==> config.mk <==
export PLATFORM = sky130hd
export DESIGN_NAME = radio_coexistence_signals
export DESIGN_NICKNAME = d
export VERILOG_FILES = /design/src/design/coex_pkg.sv /design/src/design/radio_coexistence_signals.sv
export VERILOG_INCLUDE_DIRS = /design/src /design/src/design
export SDC_FILE = /design/constraint.sdc
export NUM_CORES = 1
export LEC_CHECK = 0
export BUFFER_PORTS_ARGS = -buffer_cell sky130_fd_sc_hd__clkbuf_2
export CAP_MARGIN = 30
export CORE_AREA = 2 2 54 56
export CTS_BUF_LIST = sky130_fd_sc_hd__clkbuf_2
export CTS_CLUSTER_DIAMETER = 60
export DETAILED_ROUTE_END_ITERATION = 10
export DIE_AREA = 0 0 56 58
export PLACE_DENSITY = 0.82
export SETUP_SLACK_MARGIN = 0.15
export SLEW_MARGIN = 20
export SYNTH_ARGS = -nofsm -noshare
export SYNTH_HDL_FRONTEND = slang
export SYNTH_SLANG_ARGS = --single-unit
==> constraint.sdc <==
create_clock -name clk -period 6.1 [get_ports clk]
set_clock_uncertainty 0.05 [all_clocks]
set_input_delay 0.305 -clock clk [delete_from_list [all_inputs] [get_ports clk]]
set_output_delay 0.305 -clock clk [all_outputs]
set_load 0.01 [all_outputs]
==> src/design/coex_cfg.svh <==
// Purpose: Constants for the radio coexistence signalling block.
// Assumes: A 10 MHz system clock.
// Notes: Times are given in their own unit and converted to cycles here.
`ifndef COEX_CFG_SVH
`define COEX_CFG_SVH

// ----------------------------------------------------------------
// Timing
// ----------------------------------------------------------------
`define COEX_CLK_PERIOD_NS 100
`define COEX_PPS_PERIOD_NS 1000000000
`define COEX_PPS_PERIOD_CYC (`COEX_PPS_PERIOD_NS / `COEX_CLK_PERIOD_NS)
`define COEX_PULSE_WIDTH_CYC 1
`define COEX_SYNC_STAGES 2

`endif

==> src/design/coex_pkg.sv <==
// Purpose: Types for the radio coexistence signalling block.
// Assumes: Nothing beyond the constants header.
// Notes: Only types live here.
package coex_pkg;

    // Source selected for the time-mark output.
    typedef enum logic {MARK_CELL, MARK_PPS} mark_src_t;

endpackage

==> src/design/radio_coexistence_signals.sv <==
// Purpose: Three-pin coexistence signalling toward a companion radio.
// Assumes: Cellular time-mark tick arrives from logic on clk.
// Notes: The one-second mark is counted locally from clk while positioning is in use.
//        The activity input comes from a pin and is synchronised before use.
//        Every output is registered, so each answer lags its cause by whole cycles.
// How it works
// - Three pins: one input, two outputs.
// - Activity pin may act as amplifier enable.
// - Time mark pulses on cellular time ticks.
// - Positioning mode gives one pulse per second.
// - Activity output follows modem transceiver on.
`timescale 1ns/1ns
`include "coex_cfg.svh"

module radio_coexistence_signals #(
    parameter int PPS_PERIOD_CYC = `COEX_PPS_PERIOD_CYC
) (
    input wire logic clk,
    input wire logic nrst,
    input wire logic ext_radio_active_in,
    input wire logic gnss_in_use,
    input wire logic cell_time_tick,
    input wire logic modem_trx_on,
    output logic time_mark_out,
    output logic modem_radio_active_out,
    output logic ext_radio_active,
    output logic gnss_lna_enable
);

    // ----------------------------------------------------------------
    // Input synchroniser
    // ----------------------------------------------------------------
    logic sync_a;
    logic sync_b;
    logic next_sync_a;
    logic next_sync_b;

    // The first stage is read only by the second stage.
    // The pin may change at any time, so the first stage can go metastable;
    // it is given a whole cycle to settle before anything else looks at it.
    always_comb
    begin
        next_sync_a = ext_radio_active_in;
        next_sync_b = sync_a;
    end

    // Registers the synchroniser stages.
    always_ff @(posedge clk)
    begin
        if (!nrst)
        begin
            sync_a <= 1'b0;
            sync_b <= 1'b0;
        end
        else
        begin
            sync_a <= next_sync_a;
            sync_b <= next_sync_b;
        end
    end

    // ----------------------------------------------------------------
    // Activity and time mark outputs
    // ----------------------------------------------------------------
    logic [31:0] pps_cnt;
    logic [31:0] next_pps_cnt;
    logic next_time_mark;
    logic next_modem_active;
    logic next_ext_active;
    logic next_lna;
    coex_pkg::mark_src_t src;

    // Chooses the mark source and counts the one-second period.
    // The counter rests at zero outside positioning mode, so the first second
    // mark comes one full period after the mode is entered.
    // Cellular ticks are ignored while positioning owns the mark.
    always_comb
    begin
        src = gnss_in_use ? coex_pkg::MARK_PPS : coex_pkg::MARK_CELL;
        next_pps_cnt = 32'h0;
        next_time_mark = 1'b0;
        case (src)
            coex_pkg::MARK_CELL:
            begin
                next_time_mark = cell_time_tick;
            end
            coex_pkg::MARK_PPS:
            begin
                if (pps_cnt >= 32'(PPS_PERIOD_CYC - 1))
                begin
                    next_pps_cnt = 32'h0;
                    next_time_mark = 1'b1;
                end
                else
                begin
                    next_pps_cnt = pps_cnt + 32'h1;
                end
            end
            default:
            begin
                next_time_mark = 1'b0;
            end
        endcase
        next_modem_active = modem_trx_on;
        next_ext_active = gnss_in_use ? 1'b0 : sync_b;
        next_lna = gnss_in_use ? sync_b : 1'b0;
    end

    // Registers the outputs so the pins are glitch free.
    // Reset clears every pin, which the companion reads as a grant.
    always_ff @(posedge clk)
    begin
        if (!nrst)
        begin
            pps_cnt <= 32'h0;
            time_mark_out <= 1'b0;
            modem_radio_active_out <= 1'b0;
            ext_radio_active <= 1'b0;
            gnss_lna_enable <= 1'b0;
        end
        else
        begin
            pps_cnt <= next_pps_cnt;
            time_mark_out <= next_time_mark;
            modem_radio_active_out <= next_modem_active;
            ext_radio_active <= next_ext_active;
            gnss_lna_enable <= next_lna;
        end
    end

    // ----------------------------------------------------------------
    // Assertions
    // ----------------------------------------------------------------
    // Every check is switched off while reset is held; checks that look back
    // in time demand that reset was released on the cycles they see, except the reset check, which demands it held.

    // Checks that the activity input reaches its output three edges late.
    property p_sync_delay;
        @(posedge clk) disable iff (!nrst)
        !gnss_in_use[*3] ##0 ($past(nrst, 3) && $past(nrst, 2) && $past(nrst))
            |-> ext_radio_active == $past(ext_radio_active_in, 3);
    endproperty
    a_sync_delay: assert property (p_sync_delay) else $error("Activity input delay wrong.");

    // Checks that every output and the counter come out of reset clear.
    property p_reset_quiet;
        @(posedge clk) disable iff (!nrst)
        !$past(nrst) |-> !time_mark_out && !modem_radio_active_out && !ext_radio_active
            && !gnss_lna_enable && pps_cnt == 32'h0;
    endproperty
    a_reset_quiet: assert property (p_reset_quiet) else $error("Reset not clean.");

    // Checks that the second counter rests at zero outside positioning mode.
    property p_cnt_idle;
        @(posedge clk) disable iff (!nrst)
        $past(nrst) && !$past(gnss_in_use) |-> pps_cnt == 32'h0;
    endproperty
    a_cnt_idle: assert property (p_cnt_idle) else $error("Second count not idle.");

    // Checks that entering positioning mode starts the second count from zero.
    property p_pps_start;
        @(posedge clk) disable iff (!nrst)
        PPS_PERIOD_CYC > 1 && $past(nrst) && gnss_in_use && !$past(gnss_in_use)
            |=> pps_cnt == 32'h1;
    endproperty
    a_pps_start: assert property (p_pps_start) else $error("Second count start wrong.");

    // Checks that the synchronised level reaches its output outside positioning mode.
    property p_ext_path;
        @(posedge clk) disable iff (!nrst)
        $past(nrst) && !$past(gnss_in_use) |-> ext_radio_active == $past(sync_b);
    endproperty
    a_ext_path: assert property (p_ext_path) else $error("Activity output wrong.");

    // Checks that the modem activity output follows the transceiver.
    property p_active_follow;
        @(posedge clk) disable iff (!nrst)
        $past(nrst) |-> modem_radio_active_out == $past(modem_trx_on);
    endproperty
    a_active_follow: assert property (p_active_follow) else $error("Modem activity wrong.");

    // Checks that a cellular tick gives a mark on the next edge.
    property p_cell_mark;
        @(posedge clk) disable iff (!nrst)
        (!gnss_in_use && cell_time_tick) |=> time_mark_out;
    endproperty
    a_cell_mark: assert property (p_cell_mark) else $error("Cell mark missing.");

    // Checks that no mark appears without a cellular tick.
    property p_no_cell_mark;
        @(posedge clk) disable iff (!nrst)
        (!gnss_in_use && !cell_time_tick) |=> !time_mark_out;
    endproperty
    a_no_cell_mark: assert property (p_no_cell_mark) else $error("Spurious mark.");

    // Checks that the end of the count gives a mark and restarts the count.
    property p_pps_mark;
        @(posedge clk) disable iff (!nrst)
        (gnss_in_use && pps_cnt == 32'(PPS_PERIOD_CYC - 1)) |=> time_mark_out && pps_cnt == 32'h0;
    endproperty
    a_pps_mark: assert property (p_pps_mark) else $error("Second mark missing.");

    // Checks that no mark appears before the count ends.
    property p_pps_quiet;
        @(posedge clk) disable iff (!nrst)
        (gnss_in_use && pps_cnt < 32'(PPS_PERIOD_CYC - 1)) |=> !time_mark_out;
    endproperty
    a_pps_quiet: assert property (p_pps_quiet) else $error("Early second mark.");

    // Checks that positioning mode routes the pin to the amplifier enable.
    property p_lna_mode;
        @(posedge clk) disable iff (!nrst)
        $past(nrst) && $past(gnss_in_use) |-> gnss_lna_enable == $past(sync_b) && !ext_radio_active;
    endproperty
    a_lna_mode: assert property (p_lna_mode) else $error("Amplifier enable wrong.");

    // Checks that the amplifier enable stays low outside positioning mode.
    property p_ext_mode;
        @(posedge clk) disable iff (!nrst)
        $past(nrst) && !$past(gnss_in_use) |-> !gnss_lna_enable;
    endproperty
    a_ext_mode: assert property (p_ext_mode) else $error("Enable in wrong mode.");

    // Main scenarios: both mark sources, a grant, the amplifier enable and a reset.
    c_cell: cover property (@(posedge clk) disable iff (!nrst) !gnss_in_use && time_mark_out);
    c_pps: cover property (@(posedge clk) disable iff (!nrst) gnss_in_use && time_mark_out);
    c_grant: cover property (@(posedge clk) disable iff (!nrst) $fell(modem_radio_active_out));
    c_lna: cover property (@(posedge clk) disable iff (!nrst) gnss_lna_enable);
    c_reset: cover property (@(posedge clk) disable iff (!nrst) $rose(nrst));

endmodule

Yosys cells after proc, flatten, opt, wreduce, memory -nomap -nowiden
Index checks and enable logic that the tools add are counted.
{"block": "totals", "regBits": 38, "inputBits": 6, "output_inout_bits": 4}
{"block": "op_classes", "n_addsub": 1, "n_lt_le_gt_ge": 1, "n_mux": 3, "bitwise_logic": 2, "n_reduce_logical": 3}
{"op": "$add A32 B1 Y32 const B", "n": 1}
{"op": "$ge A32 B24 Y1 const B", "n": 1}
{"op": "$reduce_or A3 Y1", "n": 1}
{"op": "$mux W1", "n": 2}
{"op": "$not A1 Y1", "n": 2}
{"op": "$pmux W1 S2", "n": 1}
{"op": "$reduce_and A2 Y1", "n": 1}
{"op": "$reduce_or A2 Y1", "n": 1}

Longest topological paths before layout
{"block": "depth", "depth_word": 3, "mapped_depth": 6, "mapped_depth_nobuf": 5}

Worst setup path after synthesis
OpenSTA, ideal clock, no wires.
{"block": "synth_timing", "path_kind": "reg-to-reg", "start": "register pps_cnt[0]", "end": "register pps_cnt[20]", "t_arrival_ps": 1920, "required_ps": 5970, "path_slack_ps": 4050, "stages_incl_launch_ff": 7, "n_path_buf": 1, "cell_sequence": "dfxtp_1 -> ha_1 -> nand3_2 -> or4_1 -> buf_2 -> or4_1 -> a211oi_2"}
{"block": "synth_between", "elab_chain_cells": 2}
{"item": "start: declaration", "line": "radio_coexistence_signals.sv:65", "text": "logic [31:0] pps_cnt;"}
{"item": "start signal: assignment", "line": "radio_coexistence_signals.sv:123", "text": "pps_cnt <= next_pps_cnt;"}
{"item": "$ge A32 B24 Y1", "line": "radio_coexistence_signals.sv:89", "text": "if (pps_cnt >= 32'(PPS_PERIOD_CYC - 1))"}
{"item": "$reduce_or A3 Y1 (no source line)"}
Several ways; a longest one is shown, not always the timed one.
A chain may end at the register's enable or synchronous reset.

Worst setup path after layout
{"block": "layout_timing", "start": "register pps_cnt[0]", "end": "register time_mark_out"}
{"block": "layout_between", "elab_chain_cells": 3}
{"item": "$ge A32 B24 Y1", "line": "radio_coexistence_signals.sv:89"}
{"item": "$mux W1", "line": "radio_coexistence_signals.sv:89"}
{"item": "$pmux W1 S2", "line": "radio_coexistence_signals.sv:82", "text": "case (src)"}
{"item": "end signal: assignment", "line": "radio_coexistence_signals.sv:124", "text": "time_mark_out <= next_time_mark;"}
{"item": "end: declaration", "line": "radio_coexistence_signals.sv:24", "text": "output logic time_mark_out,"}
No other way between the ends.

==> results.md <==
- Initial DRC Count: 27
- Period utilisation layout: 40.7%
- Final wirelength: 2860 um
- Antenna violations before repair: 0
- Area of the core: 0.00266 mm2
- Placed cell area: 0.00165 mm2
- Post-DR vias/cell: 5.98
- Leakage: 0.000552 uW
- Combinational Power Share: 1.7%
- Hold path depth: 2
- Initial core utilization: 58.2%
- CTS tree: built
- Synthesized area: 0.00155 mm2
- Post-synth ARST share: 0%
- IO Count: 10
- Final Hold Vio Count: 0
- Row count: 19
- CP Class: reg2reg
- Peak supply drop: 0.000201 V
- Die Y: 58 um
- Setup Slack @ Placement: 3.60 ns
- Sink Count: 38
- DIE AREA: 0.00325 mm2
- Area of the multi-input gates: 779 um2
- Post-synth top area cell: dfxtp_1
- Pwr dens: 216 mW/mm2
- Clock share of power: 29.4%
- Largest net degree at the start of global routing: 25
- Final Max Slew Viols: 0
- Synth top area cells: dfxtp_1, nor3_1, xnor2_1
- Share of layout cells above drive strength 1: 16.2%
- CTS Hold Bufs: 0
- Final GP Congestion: 0.790
- Clock Latency Late Sink: 0.40 ns
- Vias: 1256
- Cells on worst reg2reg path: 6
- Reg power frac: 69.0%
- Setup TNS Final: 0 ns
- Net Sw Frac: 22.9%
- CTS root buf: clkbuf_2
- Port-buffer cells: 9
- P_int: 284 uW
- Storage cell area: 761 um2
- CP Max Fanout: 14
- Antenna diode count: 0
- Net Switching: 84.2 uW
- Post-CTS setup buffer count: 0
- Final instance area: 0.00170 mm2
- Vias in the first global route: 1186
- CTS H-Tree Depth: 2
- Rel. slew slack: 42.5%
- Setup crit start kind: flop
- #FFs+latches synth: 38
- Global-route wire length before repair: 5110 um
- Total power: 368 uW
- Post-Syn Instances: 159
- Number of library cell types mapped by synthesis: 35
- FMAX: 0.402 GHz
- Fillers: 217
- Antenna-violating nets left: 0
- Clk slew on worst S/H paths: 0.18 ns
- Crit path DAT: 2.75 ns
- Layout net count: 185
- PostCTS Resize Cnt: 0
- Final Util: 64.0%
- Seq/Total Area, Yosys: 49.1%
- CTS Buf Count: 5
- Setup crit end kind: flop
- Synth Warn #: 0
- Fin worst setup slack: 3.61 ns
- DR pass1 iterations: 4
- Unrepaired setup endpoints after global routing: no
- Final Setup Violations: 0
- Main synth FF type: dfxtp_1
- Area grow syn2layout: 9.93%
- Class of the worst hold path: in2reg
- Status: complete, no violations
- Gr usage total: 20.7%
- Grt ovf: 0
- Number of flops mapped to enable cells by yosys: 0
- Most frequent cells in the layout: dfxtp_1, nor3_1, clkbuf_2, nand2_1, xnor2_1
- Min Tclk post-route: 2.49 ns
- Syn_area_per_cell: 9.75 um2
- Top cell type's share of synthesized area: 49.1%
- Max-cap violations: 0
- Worst slew pin tran: 0.841 ns
- Die Width: 56 um
- Commonest non-fill, non-tap cell in the layout: dfxtp_1
- Worst path required time: 6.37 ns
- DPL Wire Length: 2090 um
- Routed wire length per instance: 13.6 um
- Max clock buf depth: 2
- Drt drc: 0
metal layers:
| metal | vias to the layer above | track usage, % | routed length (um) |
|---|---|---|---|
| met4 | 0 | 10.5 | 69 |
| met1 | 589 | 22.2 | 1200 |
| met3 | 10 | 7.81 | 156 |
| li1 | 620 | - | - |
| met5 | - | 0 | 0 |
| met2 | 37 | 36.0 | 1430 |
cell families (layout without fill, tap and decap cells):
kind of cell | after synthesis | after routing | share of synthesized area, %
and+or+nand+nor | 70 | 70 | 26.6
DFF | 38 | 38 | 49.1
AOI/OAI and AO/OA | 26 | 26 | 13.6
xor gates and xnor gates | 12 | 12 | 6.78
buffers and inverters | 11 | 24 | 2.91
adders and majority gates | 1 | 1 | 0.807
other | 1 | 8 | 0.242
final cells by class:
| class | count | share of cell area (%) |
|---|---|---|
| Clock buffer | 6 | 1.76 |
| Clock inverter | 2 | 0.514 |
| Inverter | 5 | 1.10 |
| Multi-Input combinational cell | 117 | 45.7 |
| Sequential cell | 38 | 44.6 |
| Tap cell | 31 | 2.28 |
| Timing Repair Buffer | 11 | 3.96 |
registers in the layout, indices dropped and copies added, names as in the netlist:
register / cells
modem_radio_active_out: 1
gnss_lna_enable: 1
sync_b: 1
time_mark_out: 1
pps_cnt: 32
next_sync_b: 1
ext_radio_active: 1
worst paths after layout:
kind | from | to | slack, ns
max | pps_cnt[0] | time_mark_out | 3.61
min | gnss_in_use | ext_radio_active | 0.03
max reg2reg | pps_cnt[0] | time_mark_out | 3.61
min reg2reg | sync_b | ext_radio_active | 0.40
power groups by stage:
stage	Combinational (uW)	Sequential (uW)	Clock [uW]
after floorplan	2.16	260	0
after global placement	5.83	259	0
after detailed placement	5.99	259	0
after CTS	6.02	254	110
after global routing	6.95	255	119
final	6.16	254	108
critical path, cell delays in order, from the launching register on:
cell       delay, ns
dfxtp_1         0.38
ha_1            0.26
and3_1          0.24
a2111oi_0       0.75
nor4_4          0.22
buf_4           0.26
o221a_2         0.25
synthesized netlist by cell type (all sizes together) (4+ instances only):
cell type  count
a211oi        10
dfxtp         38
inv            5
nand2         10
nand3          9
nand4          4
nor2           4
nor3          18
o21ai          7
or3            8
or4            5
xnor2          9
stage by stage:
| stage | cells | hold WS (ns) |
|---|---|---|
| after floorplan | 166 | 0.327 |
| after global placement | 201 | 0.366 |
| after detailed placement | 201 | 0.377 |
| after CTS | 209 | 0.0335 |
| after global routing | 210 | 0.00661 |
| final | 210 | 0.0342 |
(Power assumes the default switching activity.)
